File: src/common/wor_pkg.sv
package wor_pkg;

  // ----------------------------------------------------------------
  // Register map
  // ----------------------------------------------------------------
  localparam int           ADDR_W        = 4;
  localparam int           DATA_W        = 16;
  localparam logic [3:0]   REG_CTRL      = 4'h0;
  localparam logic [3:0]   REG_CYCLE     = 4'h1;
  localparam logic [3:0]   REG_BASE      = 4'h2;
  localparam logic [3:0]   REG_EXT       = 4'h3;
  localparam logic [3:0]   REG_CMD       = 4'h4;
  localparam logic [3:0]   REG_STATUS    = 4'h5;

  // ----------------------------------------------------------------
  // Control fields and reset values
  // ----------------------------------------------------------------
  localparam int           CTRL_EN_BIT   = 0;
  localparam int           CTRL_MODE_LO  = 1;
  localparam int           CTRL_MODE_HI  = 2;
  localparam int           CTRL_ARK_BIT  = 3;
  localparam int           CTRL_BANK_BIT = 4;
  localparam logic [1:0]   MODE_WOR      = 2'h1;
  localparam int           MODE_WTM_BIT  = 1;
  localparam logic [15:0]  CYCLE_RST     = 16'h0010;
  localparam logic [10:0]  BASE_RST      = 11'h000;
  localparam logic [15:0]  EXT_RST       = 16'h0000;
  localparam int           BASE_W        = 11;
  localparam int           EXT_W         = 16;
  localparam int           LISTEN_W      = 18;

  // ----------------------------------------------------------------
  // Strobe commands
  // ----------------------------------------------------------------
  localparam logic [15:0]  CMD_IDLE      = 16'h0001;
  localparam logic [15:0]  CMD_SLEEP     = 16'h0002;
  localparam logic [15:0]  CMD_BANK0     = 16'h0003;
  localparam logic [15:0]  CMD_BANK1     = 16'h0004;

  // ----------------------------------------------------------------
  // Timing
  // ----------------------------------------------------------------
  localparam int           STEP_TIME_US  = 250;
  localparam int           CLK_MHZ       = 200;
  localparam int           STEP_CYCLES   = STEP_TIME_US * CLK_MHZ;

  typedef enum logic [2:0] {
    ST_SLEEP,
    ST_IDLE,
    ST_CAL,
    ST_STBY,
    ST_RX,
    ST_TX
  } seq_state_type;

endpackage

File: src/common/tick_if.sv
`timescale 1ns/10ps
interface tick_if;
  logic run;
  logic step;
  modport gen  (input run, output step);
  modport user (output run, input step);
endinterface : tick_if

File: src/core/step_tick_gen.sv
`timescale 1ns/10ps
module step_tick_gen #(
  parameter int STEP_CYCLES = wor_pkg::STEP_CYCLES,
  parameter int CNT_W       = 16
) (
  input  wire logic mclk_in,
  input  wire logic reset_n_in,
  input  wire logic ce_in,
  tick_if.gen       tick
);

  typedef struct packed {
    logic [CNT_W-1:0] cnt;
    logic             step;
  } tick_state_type;

  tick_state_type st;
  tick_state_type next_st;

  localparam logic [CNT_W-1:0] LAST = CNT_W'(STEP_CYCLES - 1);

  // The step is a registered pulse so the sequencer sees a clean edge.
  always_comb begin
    next_st      = st;
    next_st.step = 1'b0;
    if (!tick.run) begin
      next_st.cnt = '0;
    end else if (st.cnt == LAST) begin
      next_st.cnt  = '0;
      next_st.step = 1'b1;
    end else begin
      next_st.cnt = st.cnt + CNT_W'(1);
    end
  end

  always_ff @(posedge mclk_in or negedge reset_n_in) begin
    if (!reset_n_in) begin
      st <= '0;
    end else if (ce_in) begin
      st <= next_st;
    end
  end

  assign tick.step = st.step;

endmodule // step_tick_gen

File: src/core/rf_wake_on_rx_sequencer.sv
`timescale 1ns/10ps
module rf_wake_on_rx_sequencer #(
  parameter int STEP_CYCLES = wor_pkg::STEP_CYCLES
) (
  input  wire logic                        mclk_in,
  input  wire logic                        reset_n_in,
  input  wire logic                        ce_in,
  input  wire logic [wor_pkg::ADDR_W-1:0]  addr_in,
  input  wire logic [wor_pkg::DATA_W-1:0]  wdata_in,
  input  wire logic                        wr_in,
  input  wire logic                        rd_in,
  output logic      [wor_pkg::DATA_W-1:0]  rdata_out,
  input  wire logic                        preamble_det_in,
  input  wire logic                        sync_det_in,
  input  wire logic                        pkt_done_in,
  input  wire logic                        crc_ok_in,
  input  wire logic                        pid_match_in,
  input  wire logic                        cal_done_in,
  input  wire logic                        tx_done_in,
  output logic                             cal_req_out,
  output logic                             rx_on_out,
  output logic                             tx_on_out,
  output logic                             rx_irq_out,
  output logic                             gio_wave_out
);

  // ----------------------------------------------------------------
  // State
  // ----------------------------------------------------------------
  typedef struct packed {
    wor_pkg::seq_state_type             state;
    logic                               enable;
    logic [1:0]                         mode;
    logic                               auto_resend_ack;
    logic                               bank;
    logic [15:0]                        cycle_period;
    logic [wor_pkg::BASE_W-1:0]         base_period;
    logic [wor_pkg::EXT_W-1:0]          ext_period;
    logic [15:0]                        cycle_cnt;
    logic [wor_pkg::LISTEN_W-1:0]       listen_cnt;
    logic                               wakeup_timer_mode;
    logic                               sync_seen;
    logic                               ext_used;
    logic                               cal_req;
    logic                               rx_on;
    logic                               tx_on;
    logic                               irq;
    logic                               gio;
    logic [wor_pkg::DATA_W-1:0]         rdata;
  } seq_type;

  seq_type st;
  seq_type next_st;

  tick_if tick ();

  step_tick_gen #(
    .STEP_CYCLES (STEP_CYCLES),
    .CNT_W       (16)
  ) u_tick (
    .mclk_in    (mclk_in),
    .reset_n_in (reset_n_in),
    .ce_in      (ce_in),
    .tick       (tick.gen)
  );

  // The step runs freely during a session, so the first step of a
  // window may come up to one step early; windows are loaded one step
  // longer to cover that.
  assign tick.run = (st.state != wor_pkg::ST_SLEEP);

  function automatic logic is_cmd(input logic             wr,
                                  input logic [3:0]       addr,
                                  input logic [15:0]      data,
                                  input logic [15:0]      code);
    is_cmd = wr && (addr == wor_pkg::REG_CMD) && (data == code);
  endfunction

  logic idle_cmd;
  logic sleep_cmd;
  logic wake;
  logic window_over;

  assign idle_cmd    = is_cmd(wr_in, addr_in, wdata_in, wor_pkg::CMD_IDLE);
  assign sleep_cmd   = is_cmd(wr_in, addr_in, wdata_in, wor_pkg::CMD_SLEEP);
  assign wake        = tick.step && (st.cycle_cnt == 16'h0000);
  assign window_over = (st.listen_cnt == '0);

  // ----------------------------------------------------------------
  // Next state
  // ----------------------------------------------------------------
  always_comb begin
    next_st       = st;
    next_st.irq   = 1'b0;
    next_st.rdata = '0;

    // Register access stays open in every state.
    if (wr_in) begin
      case (addr_in)
        wor_pkg::REG_CTRL: begin
          next_st.enable = wdata_in[wor_pkg::CTRL_EN_BIT];
          next_st.mode   = wdata_in[wor_pkg::CTRL_MODE_HI:wor_pkg::CTRL_MODE_LO];
          next_st.auto_resend_ack    = wdata_in[wor_pkg::CTRL_ARK_BIT];
        end
        wor_pkg::REG_CYCLE: next_st.cycle_period = wdata_in;
        wor_pkg::REG_BASE:  next_st.base_period  = wdata_in[wor_pkg::BASE_W-1:0];
        wor_pkg::REG_EXT:   next_st.ext_period   = wdata_in[wor_pkg::EXT_W-1:0];
        wor_pkg::REG_CMD: begin
          // Unknown command codes fall through untouched.
          if (wdata_in == wor_pkg::CMD_BANK0) begin
            next_st.bank = 1'b0;
          end else if (wdata_in == wor_pkg::CMD_BANK1) begin
            next_st.bank = 1'b1;
          end
        end
        default: ;
      endcase
    end
    if (rd_in) begin
      case (addr_in)
        wor_pkg::REG_CTRL:   next_st.rdata = {11'h000, st.bank, st.auto_resend_ack, st.mode, st.enable};
        wor_pkg::REG_CYCLE:  next_st.rdata = st.cycle_period;
        wor_pkg::REG_BASE:   next_st.rdata = {5'h00, st.base_period};
        wor_pkg::REG_EXT:    next_st.rdata = st.ext_period;
        wor_pkg::REG_STATUS: next_st.rdata = {10'h000, st.wakeup_timer_mode, st.ext_used,
                                              st.sync_seen, st.state};
        default:             next_st.rdata = '0;
      endcase
    end

    // Wake-up cycle timer, reloaded in the cycle it expires.
    if (st.state != wor_pkg::ST_SLEEP && tick.step) begin
      if (wake) begin
        next_st.cycle_cnt = st.cycle_period;
      end else begin
        next_st.cycle_cnt = st.cycle_cnt - 16'h0001;
      end
    end

    // Listening window counts down in 250us steps.
    if ((st.state == wor_pkg::ST_RX || st.state == wor_pkg::ST_TX) &&
        tick.step && !window_over) begin
      next_st.listen_cnt = st.listen_cnt - wor_pkg::LISTEN_W'(1);
    end

    case (st.state)
      wor_pkg::ST_SLEEP: begin
        if (idle_cmd && st.enable) begin
          if (st.mode == wor_pkg::MODE_WOR) begin
            next_st.state     = wor_pkg::ST_IDLE;
            next_st.wakeup_timer_mode       = 1'b0;
            next_st.cycle_cnt = st.cycle_period;
          end else if (st.mode[wor_pkg::MODE_WTM_BIT]) begin
            next_st.state     = wor_pkg::ST_IDLE;
            next_st.wakeup_timer_mode       = 1'b1;
            next_st.cycle_cnt = st.cycle_period;
          end
        end
      end
      wor_pkg::ST_IDLE: begin
        if (wake && st.wakeup_timer_mode) begin
          next_st.gio = !st.gio;
        end else if (wake) begin
          next_st.state   = wor_pkg::ST_CAL;
          next_st.cal_req = 1'b1;
        end
      end
      wor_pkg::ST_CAL: begin
        if (cal_done_in) begin
          next_st.state   = wor_pkg::ST_STBY;
          next_st.cal_req = 1'b0;
        end
      end
      wor_pkg::ST_STBY: begin
        next_st.state      = wor_pkg::ST_RX;
        next_st.rx_on      = 1'b1;
        next_st.sync_seen  = 1'b0;
        next_st.ext_used   = 1'b0;
        next_st.listen_cnt = wor_pkg::LISTEN_W'(st.base_period) +
                             wor_pkg::LISTEN_W'(1);
      end
      wor_pkg::ST_RX: begin
        if (pkt_done_in && crc_ok_in && st.sync_seen) begin
          if (!st.auto_resend_ack) begin
            next_st.irq   = 1'b1;
            next_st.state = wor_pkg::ST_SLEEP;
            next_st.rx_on = 1'b0;
          end else begin
            next_st.irq   = !pid_match_in;
            next_st.state = wor_pkg::ST_TX;
            next_st.rx_on = 1'b0;
            next_st.tx_on = 1'b1;
          end
        end else if (pkt_done_in && st.sync_seen) begin
          next_st.sync_seen = 1'b0;
          if (!st.auto_resend_ack) begin
            next_st.state = wor_pkg::ST_IDLE;
            next_st.rx_on = 1'b0;
          end
        end else if (st.sync_seen) begin
          next_st.sync_seen = 1'b1;
        end else if (window_over) begin
          next_st.state = wor_pkg::ST_IDLE;
          next_st.rx_on = 1'b0;
        end else if (sync_det_in) begin
          next_st.sync_seen = 1'b1;
        end else if (preamble_det_in && !st.ext_used) begin
          // One extension per wake keeps the combined mode bounded.
          next_st.ext_used   = 1'b1;
          next_st.listen_cnt = next_st.listen_cnt +
                               wor_pkg::LISTEN_W'(st.ext_period) +
                               wor_pkg::LISTEN_W'(1);
        end
      end
      wor_pkg::ST_TX: begin
        if (tx_done_in) begin
          next_st.tx_on     = 1'b0;
          next_st.sync_seen = 1'b0;
          if (window_over) begin
            next_st.state = wor_pkg::ST_IDLE;
          end else begin
            next_st.state = wor_pkg::ST_RX;
            next_st.rx_on = 1'b1;
          end
        end
      end
      default: next_st.state = wor_pkg::ST_SLEEP;
    endcase

    // Light Sleep overrides every step of a session.
    if (sleep_cmd) begin
      next_st.state   = wor_pkg::ST_SLEEP;
      next_st.wakeup_timer_mode     = 1'b0;
      next_st.cal_req = 1'b0;
      next_st.rx_on   = 1'b0;
      next_st.tx_on   = 1'b0;
    end
  end

  // ----------------------------------------------------------------
  // Registers
  // ----------------------------------------------------------------
  always_ff @(posedge mclk_in or negedge reset_n_in) begin
    if (!reset_n_in) begin
      st              <= '0;
      st.state        <= wor_pkg::ST_SLEEP;
      st.cycle_period <= wor_pkg::CYCLE_RST;
      st.base_period  <= wor_pkg::BASE_RST;
      st.ext_period   <= wor_pkg::EXT_RST;
    end else if (ce_in) begin
      st <= next_st;
    end
  end

  assign rdata_out    = st.rdata;
  assign cal_req_out  = st.cal_req;
  assign rx_on_out    = st.rx_on;
  assign tx_on_out    = st.tx_on;
  assign rx_irq_out   = st.irq;
  assign gio_wave_out = st.gio;

  logic quiet;
  assign quiet = ce_in && !wr_in;
endmodule // rf_wake_on_rx_sequencer

File: config.mk
export PLATFORM = sky130hd
export DESIGN_NAME = rf_wake_on_rx_sequencer
export DESIGN_NICKNAME = d
export VERILOG_FILES = /design/src/common/wor_pkg.sv /design/src/common/tick_if.sv /design/src/core/step_tick_gen.sv /design/src/core/rf_wake_on_rx_sequencer.sv
export SDC_FILE = /design/constraint.sdc
export NUM_CORES = 1
export LEC_CHECK = 0
export BUFFER_PORTS_ARGS = -buffer_cell sky130_fd_sc_hd__buf_2
export CAP_MARGIN = 25
export CORE_UTILIZATION = 61
export DETAILED_ROUTE_END_ITERATION = 12
export PLACE_DENSITY_LB_ADDON = 0.15
export SYNTH_ARGS = -nofsm -noshare
export SYNTH_HDL_FRONTEND = slang
export SYNTH_SLANG_ARGS = --single-unit
File: constraint.sdc
create_clock -name mclk_in -period 4.62 [get_ports mclk_in]
set_clock_uncertainty 0.15 [all_clocks]
set_input_delay 0.924 -clock mclk_in [delete_from_list [all_inputs] [get_ports mclk_in]]
set_output_delay 0.924 -clock mclk_in [all_outputs]
set_load 0.005 [all_outputs]
# Word-level counts from Yosys, hierarchy flattened
# Cells that the tools add are included.
dict set report totals {
  mem_bits_ro 0
  mem_bits_rw 0
  latchBits 0
  out_inout_bits 21
  memories 0
  elab_cells 180
  input_bits 32
  ff_bits 126
}
dict set report op_classes {
  n_bitwise 0
  add_sub_neg 6
  eq_ne 35
  muxes 73
  n_div 0
  reduce_logical 45
  n_shift 0
  mul 0
  n_lt_le_gt_ge 0
}
# cell count
set ops {}
lappend ops {{16-bit two-way mux} 9}
lappend ops {{18-bit two-way mux} 7}
lappend ops {{16-bit case mux with 5 select lines} 1}
lappend ops {{3-bit two-way mux} 16}
lappend ops {{18-bit case mux with 2 select lines} 1}
lappend ops {{16-bit by 2-bit equality test with 1-bit output, second input constant} 2}
lappend ops {{1-bit two-way mux} 29}
lappend ops {{3-bit != test, second input constant} 7}
lappend ops {{18-bit by 1-bit adder with 18-bit output, second input constant} 1}
lappend ops {{18-bit by 16-bit adder with 18-bit output} 1}
lappend ops {{18-bit logical NOT} 1}
lappend ops {{3-bit case mux with 6 select lines} 1}
lappend ops {{18-bit by 1-bit subtractor with 18-bit output, second input constant} 1}
lappend ops {{16-bit by 1-bit adder with 16-bit output, second input constant} 1}
lappend ops {{16-bit by 1-bit equality test with 1-bit output, second input constant} 1}
lappend ops {{16-bit equality test, second input constant} 1}
lappend ops {{16-bit by 3-bit equality test with 1-bit output, second input constant} 1}
lappend ops {{16-bit logical NOT} 1}
lappend ops {{16-bit by 1-bit subtractor with 16-bit output, second input constant} 1}
lappend ops {{3-bit AND reduction} 5}
lappend ops {{3-bit nonzero test} 5}
lappend ops {{1-bit logical AND} 13}
lappend ops {{11-bit by 1-bit adder with 12-bit output, second input constant} 1}
lappend ops {{2-bit != test, second input constant} 6}
lappend ops {{26 further kinds} 46}

# Logic depth before layout (Yosys ltp)
# Gate-level depths: netlist (run 1).
dict set report logic_depth {
  depth_word 14
  depth_mapped 18
  mapped_depth_nobuf 18
}

# Hierarchy
# A second synthesis (run 1) with hierarchy kept.
dict set report unflattened {
  hier_cells 880
  hier_area_um2 8045.2
}
# module cells_each area_each_um2 seq_area_each_um2 instances
set modules_own_cells {}
lappend modules_own_cells {rf_wake_on_rx_sequencer 783 7108.1 2728.9 1}
lappend modules_own_cells {step_tick_gen 97 937.1 425.4 1}

# Least setup slack after synthesis (run 1)
# OpenSTA, ideal clock, no wires.
dict set report synth_path {
  kind {flip-flop to flip-flop}
  start {register st[30] (netlist name)}
  end {register st[40] (netlist name)}
  t_arrival_ns 3.707
  stages_incl_launch_ff 16
  synth_period_minus_slack_ns 3.983
  t_required_ns 4.344
  path_slack_ns 0.637
  n_path_buf 1
  setup_ns 0.126
  path_cell_list {dfrtp_1 > or4_4 > or3_1 > buf_6 > nor2_2 > nor2_1 > nand2_1 > xnor2_1 > ha_1 > nor2b_1 > o31a_1 > o21ai_0 > a21oi_1 > o41ai_1 > o31ai_1 > a221o_1}
}
dict set report synth_between {
  elab_chain_cells 13
  elab_cells_between_ends 14
  cone_classes {add/sub: 3; mux: 8; reduce/logical: 3}
}
# element line
set synth_lines {}
lappend synth_lines {{from (decl)} rf_wake_on_rx_sequencer.sv:52} ;# seq_type st;
lappend synth_lines {{from (signal assigned)} rf_wake_on_rx_sequencer.sv:251} ;# st <= next_st;
lappend synth_lines {{branches (longest 12 deep; another with 18-bit by 1-bit subtractor with 18-bit output)} n/a}
lappend synth_lines {{18-bit case mux with 2 select lines (*)} rf_wake_on_rx_sequencer.sv:146} ;# case (st.state)
# Mark *: on every way between the ends.
# A chain may end at the register's enable or synchronous reset.

# Worst setup path after layout (run 1)
dict set report layout_path {
  start {register st[24] (netlist name)}
  end {register st[40] (netlist name)}
}
# Same word-level chain as after synthesis.

==> results of run 1 <==
-- per-stage QoR --
step | hold WS [ns] | utilization (%)
after CTS | 0.336 | 69.4
after detailed placement | 0.318 | 64.7
after floorplan | 0.306 | -
after global routing | 0.163 | 69.9
after global placement | 0.317 | 64.7
final | 0.171 | 69.9
-- repair_timing --
action	in CTS	in global routing
buffers inserted	0	2
endpoints found under the hold margin	0	0
endpoints found under the setup margin	0	3
gates resized for setup	0	4
-- worst max-delay path by stage --
| stage | start | end | slack [ns] |
|---|---|---|---|
| after floorplan | st[30] | st[40] | 0.64 |
| after global placement | st[30] | st[40] | 0.29 |
| after detailed placement | st[30] | st[40] | 0.01 |
| after CTS | st[30] | st[40] | 0.005 |
| after global routing | st[24] | st[40] | 0.003 |
| final | st[24] | st[40] | 0.18 |
-- cell families after synthesis --
kind of cell             after synthesis  synth area share, %
flip-flops                           126                 40.0
buffers and inverters                 84                 4.91
XOR/XNOR                              45                 5.00
AO/OA/AOI/OAI                        231                 19.0
AND/OR/NAND/NOR                      303                 19.6
multiplexers                          57                 8.06
adder cells (fa/ha/maj)               21                 3.43
-- sequential cells by signal, summed over array words and instances (netlist names) --
signal / flops
st: 88
gio_wave_out: 1
rx_irq_out: 1
rx_on_out: 1
rdata_out: 16
cal_req_out: 1
u_tick.tick.step: 1
u_tick.st: 16
tx_on_out: 1
-- routing by layer --
metal,global-route usage [%],vias to the layer above
li1,-,3220
met1,46.3,3462
met2,53.1,456
met3,8.05,67
met4,13.4,0
met5,0,-
-- cells in the final DEF, fill, tap and decap left out, drive strengths merged, types with 7 or more instances in the layout --
cell type  instances
mux2i              8
ha                20
nand2             73
a22oi             16
inv               31
o31ai             10
nor3              34
clkbuf            18
xnor2             27
a21oi             58
o2bb2ai           19
dfrtp            125
a221oi             8
o21ai             65
nor2b              9
or2                8
buf               69
o22ai              7
nor4              19
or3               17
nand4              8
nand2b            13
nand3             18
nor2              70
and3              11
xor2              18
mux2              49
-- final cells by class --
type,count,area (um^2)
flip-flops and latches,126,3150
clock inverters,14,149
clock buffers,18,439
well taps,172,215
fillers,986,3800
inverters,23,86.3
repair buffers,69,410
multi-input cells,657,4370
-- power by group through the flow --
stage / combinational [mW] / clock, mW / sequential (mW)
2_1_floorplan: 1.09 / 0 / 1.50
3_3_place_gp: 1.29 / 0 / 1.62
3_5_place_dp: 1.36 / 0 / 1.63
4_1_cts: 1.38 / 1.34 / 1.62
5_1_grt: 1.56 / 1.39 / 1.66
6_report: 1.43 / 1.33 / 1.63
==> impl_results.md, run 1 <==
* Status: completed
* Tot Pwr at 4.39 mW
* Crit path max fanout at 5
* Finish-stage setup viols at 0
* Met3 wire len at 2160 um
* Final ANT Viol Nets at 0
* First-pass GRT wire length at 34500 um
* Mapped Area at 0.00788 mm^2
* Vias/cell at 6.68
* # Max-Cap Violations at 0
* Buf/Inv on CP at 1
* Commonest cells in the netlist: dfrtp_1, nand2_1, nor2_1
* Synth area leaders: dfrtp_1, mux2_2, o21ai_0
* Reg2Reg Depth at 14
* Die H at 116 um
* Vias at 7205
* CTS Buf Count at 17
* Critical Path RT at 4.77 ns
* Period utilisation layout at 96.1%
* Clock power share at 30.3%
* Fraction of registers with async set/reset at 100%
* Share of layout cells above drive strength 1 at 19.1%
* Vias in the first global route at 6578
* Sum of negative setup slack at 0 ns
* Kind of critical path: register to register
* Core Region at 0.0126 mm^2
* Area leader, netlist: dfrtp_1
* Power per Cell Area at 498 mW/mm^2
* Slew at the pin with the worst max-slew slack at 0.983 ns
* Fin. Hold Viols at 0
* #FFs+latches synth at 126
* Global placement routability congestion at 1.01
* Die W at 116 um
* Crit-path slowest cell: or3b_2
* Final Max Tran Viols at 0
* Post-Syn Instances at 867
* Hold-fix buffers at CTS at 0
* Main synth FF type: dfrtp_1
* Clock sink count at 126
* Reg2reg start: st[24]
* Initial antenna violation count at 1
* Sequential power share at 37.2%
* Slowest stage delay, CP at 0.51 ns
* Internal at 2.71 mW
* Net Switching at 1.68 mW
* Post-DP Area at 0.00817 mm^2
* Detail Route met2 WL at 10300 um
* H-Tree Depth at 4
* Sw Ratio at 38.3%
* Reg2reg setup slack at 0.18 ns
* Lkg Pwr at 3.79 nW
* Post-synth top area share at 39.7%
* CP Capture Type: register
* Design Area, Final at 0.00882 mm^2
* Worst endpoint data arrival time at 4.59 ns
* Syn_area_per_cell at 9.09 um^2
* Synth cell types at 69
* Syn_nets at 920
* CTS Root Cell: clkbuf_16
* Post-Route M1 WL at 9030 um
* I/O pins at 53
* Family with the most delay on the worst path: simple AND/OR/NAND/NOR gates
* Layout area overhead at 11.9%
* Antenna cells at 0
* Highest clock rate at 0.225 GHz
* DR DRC count at 0
* Post-detail-place hpwl at 15900 um
* Place WS at 0.0111 ns
* Rel. slew slack at 34.2%
* Overall Global Routing Usage at 34.1%
* CTS tree: yes
* Clock Latency Late Sink at 0.42 ns
* Placed Cells at 1044
* Drt first pass iters at 7
* WL/cell at 20.5 um
* Largest net degree at the start of global routing at 82
* Number of synthesized flops with an enable pin at 0
* CP cell instances: inv_1, ha_1, or3b_2, or2_2, nor3_1, xor2_1, ha_1, nand4_1, o21ai_0, nor3_1, a21oi_2, o41ai_1, o31ai_1, a221o_1
* Most numerous cell in the Yosys netlist: dfrtp_1
* Die area at 0.0134 mm^2
* RSZ-0062 raised after global routing: no
* Maximum vdd drop at 0.308 mV
* Syn. warnings at 0
* Layout net count at 947
* Sequential share of the synthesized area at 40.0%
* Min setup slack post-route at 0.181 ns
* CTS Buffer Depth at 2
* Startpoint types: register
* Port Buffers at 52
* Critical path depth in cells at 14
* Cell Count, Final, Fillers Out at 1079
* Tmin final at 4.44 ns
* Grt ovf at 0
* Reg-to-reg endpoint: st[40]
* Total Wirelength at 22100 um
* Top Layer Used: met4
* Initial DRC count at 762
* Worst hold path type: primary input to async pin
* # rows at 41
* Logic pwr share at 32.5%
* Clock transition at the registers of the reported paths at 0.06 ns
* Initial Utilization at 62.5%
(Power assumes the default switching activity.)
==> inputs of run 2 (changes only) <==
CORE_MARGIN = 1   (was not set)
CTS_BUF_LIST = sky130_fd_sc_hd__clkbuf_4   (was not set)
==> run 2 against run 1 <==
- sequential share of layout area grew 1.2 points
- cell count rose by 0.28%
- flip-flop and latch count did not move
- critical path type unchanged
==> impl_results.md, run 2 (synthesized netlist as in run 1, its figures left out) <==
* Internal at 2.22 mW
* Place WS at 0.0111 ns
* Reg2reg start: st[30]
* Largest net degree at the start of global routing at 82
* DR DRC count at 0
* Reg2reg setup slack at 0.21 ns
* Register area at 0.00315 mm^2
* First-pass GRT wire length at 34300 um
* Port Buffers at 52
* Utilization of the core after routing at 67.6%
* Highest clock rate at 0.227 GHz
* Sequential power share at 42.5%
* CTS Buf Count at 17
* Tmin final at 4.41 ns
* Family with the most delay on the worst path: compound AO/OA/AOI/OAI gates
* CTS tree: yes
* Critical Path RT at 4.94 ns
* H-Tree Depth at 4
* Hold EP: gio_wave_out
* Power per Cell Area at 448 mW/mm^2
* Vias at 7113
* Kind of critical path: register to register
* Min setup slack post-route at 0.211 ns
* Buf/Inv on CP at 0
* Startpoint types: register
* Drt first pass iters at 5
* # rows at 41
* Sum of negative setup slack at 0 ns
* Reg-to-reg endpoint: st[40]
* Initial Utilization at 62.5%
* Hold WS at 0.340 ns
* CP Capture Type: register
* Grt ovf at 0
* Most flop-heavy register: st
* Lkg Pwr at 3.67 nW
* Final Max Tran Viols at 0
* Hold Path Depth at 1
* CTS Root Cell: clkbuf_4
* Total Wirelength at 21900 um
* CP cell instances: or4_4, or3_4, nor2_4, nor2_1, nand2_1, xnor2_1, ha_1, nor2b_2, o31a_1, o21ai_0, a21oi_2, o41ai_1, o31ai_1, a221o_1
* Clock sink count at 126
* Worst endpoint data arrival time at 4.73 ns
* # Max-Cap Violations at 0
* Crit-path slowest cell: or4_4
* Most frequent cells in the layout: dfrtp_1, nand2_1, nor2_1
* Multi-input combinational cell area at 0.00437 mm^2
* CTS Buffer Depth at 2
* Clock transition at the registers of the reported paths at 0.13 ns
* Clock power share at 20.4%
* Initial antenna violation count at 2
* Logic pwr share at 37.1%
* I/O pins at 53
* Initial DRC count at 831
* Vias in the first global route at 6632
* Slew at the pin with the worst max-slew slack at 0.965 ns
* Max reg flops at 88
* Finish-stage setup viols at 0
* Maximum vdd drop at 0.424 mV
* Commonest non-fill, non-tap cell in the layout: dfrtp_1
* Die area at 0.0134 mm^2
* Rel. slew slack at 35.5%
* Period utilisation layout at 95.4%
* Worst hold path type: register to register
* Final ANT Viol Nets at 0
* Post-detail-place hpwl at 15900 um
* Die W at 116 um
* Share of layout cells above drive strength 1 at 19.1%
* Net Switching at 1.61 mW
* Status: completed
* Slowest stage delay, CP at 0.56 ns
* Sw Ratio at 42.1%
* Clock Latency Late Sink at 0.58 ns
* Layout area overhead at 8.30%
* Global placement routability congestion at 1.01
* HP Start: gio_wave_out
* Fin. Hold Viols at 0
* Overall Global Routing Usage at 34.0%
* Layout net count at 949
* Core Region at 0.0126 mm^2
* Fillers at 1031
* Die H at 116 um
* Crit path max fanout at 7
* Vias/cell at 6.57
* WL/cell at 20.2 um
* Reg2Reg Depth at 14
## run 2: cell types whose count changed in the layout (fill, tap and decap cells not counted)
cell / before / now
dlygate4sd3_1: 0 / 1
nor2b_1: 9 / 8
clkbuf_4: 0 / 17
nor2b_2: 0 / 1
diode_2: 0 / 1
clkinv_1: 0 / 1
clkbuf_16: 17 / 0
buf_4: 17 / 18
clkbuf_8: 1 / 0
## run 2: area by class of cell
type,instances,share of cell area (%)
timing repair buffer,71,5.01
clock inverter,15,1.79
clock buffer,17,1.50
multi-input combinational,657,51.2
antenna,1,0.0293
sequential,126,37.0
tap,172,2.52
inverter,23,1.01
## run 2: worst max-delay path by stage
stage | cells after the start | endpoint | slack [ns] | start
floorplan | 15 | st[40] | 0.64 | st[30]
global placement | 16 | st[40] | 0.29 | st[30]
detailed placement | 16 | st[40] | 0.01 | st[30]
CTS | 16 | st[40] | 0.07 | st[30]
global route | 17 | st[40] | -0.01 | st[24]
finish | 14 | st[40] | 0.21 | st[30]
## run 2: power by group through the flow
stage	Sequential [mW]	Combinational (mW)	Clock (mW)
after floorplan	1.50	1.09	0
after global placement	1.62	1.29	0
after detailed placement	1.63	1.36	0
after CTS	1.61	1.37	0.785
after global routing	1.65	1.56	0.831
final	1.63	1.42	0.779
## run 2: worst register-to-register path, delay by kind of cell, from the launching register on
kind | cells | cell delay [ns]
AOI/OAI and AO/OA | 6 | 1.67
and+or+nand+nor | 6 | 1.58
DFF | 1 | 0.44
adders and majority gates | 1 | 0.32
xor gates and xnor gates | 1 | 0.15
## run 2: what timing repair did
| action | 4_1_cts | 5_1_grt |
|---|---|---|
| endpoints found under the setup margin | 1 | 3 |
| hold buffers | 0 | 1 |
| pin swaps | 0 | 3 |
| setup buffers | 0 | 3 |
| resized for setup | 1 | 4 |
| endpoints found under the hold margin | 0 | 6 |
| cloned | 0 | 0 |
## run 2: metal layers
layer / share of wire (%) / track usage [%] / up-vias
met1: 42 / 46.5 / 3442
met3: 8.2 / 6.96 / 66
met2: 46 / 52.8 / 373
li1: - / - / 3232
met4: 3.1 / 14.5 / 0
met5: 0 / 0 / -
## run 2: metrics by stage
step	cells	power (mW)	area, um^2
finish	1082	3.83	8540
global route	1082	4.04	8540
CTS	1076	3.77	8450
detailed placement	1044	2.99	8170
global placement	1044	2.91	8170
floorplan	867	2.59	7880
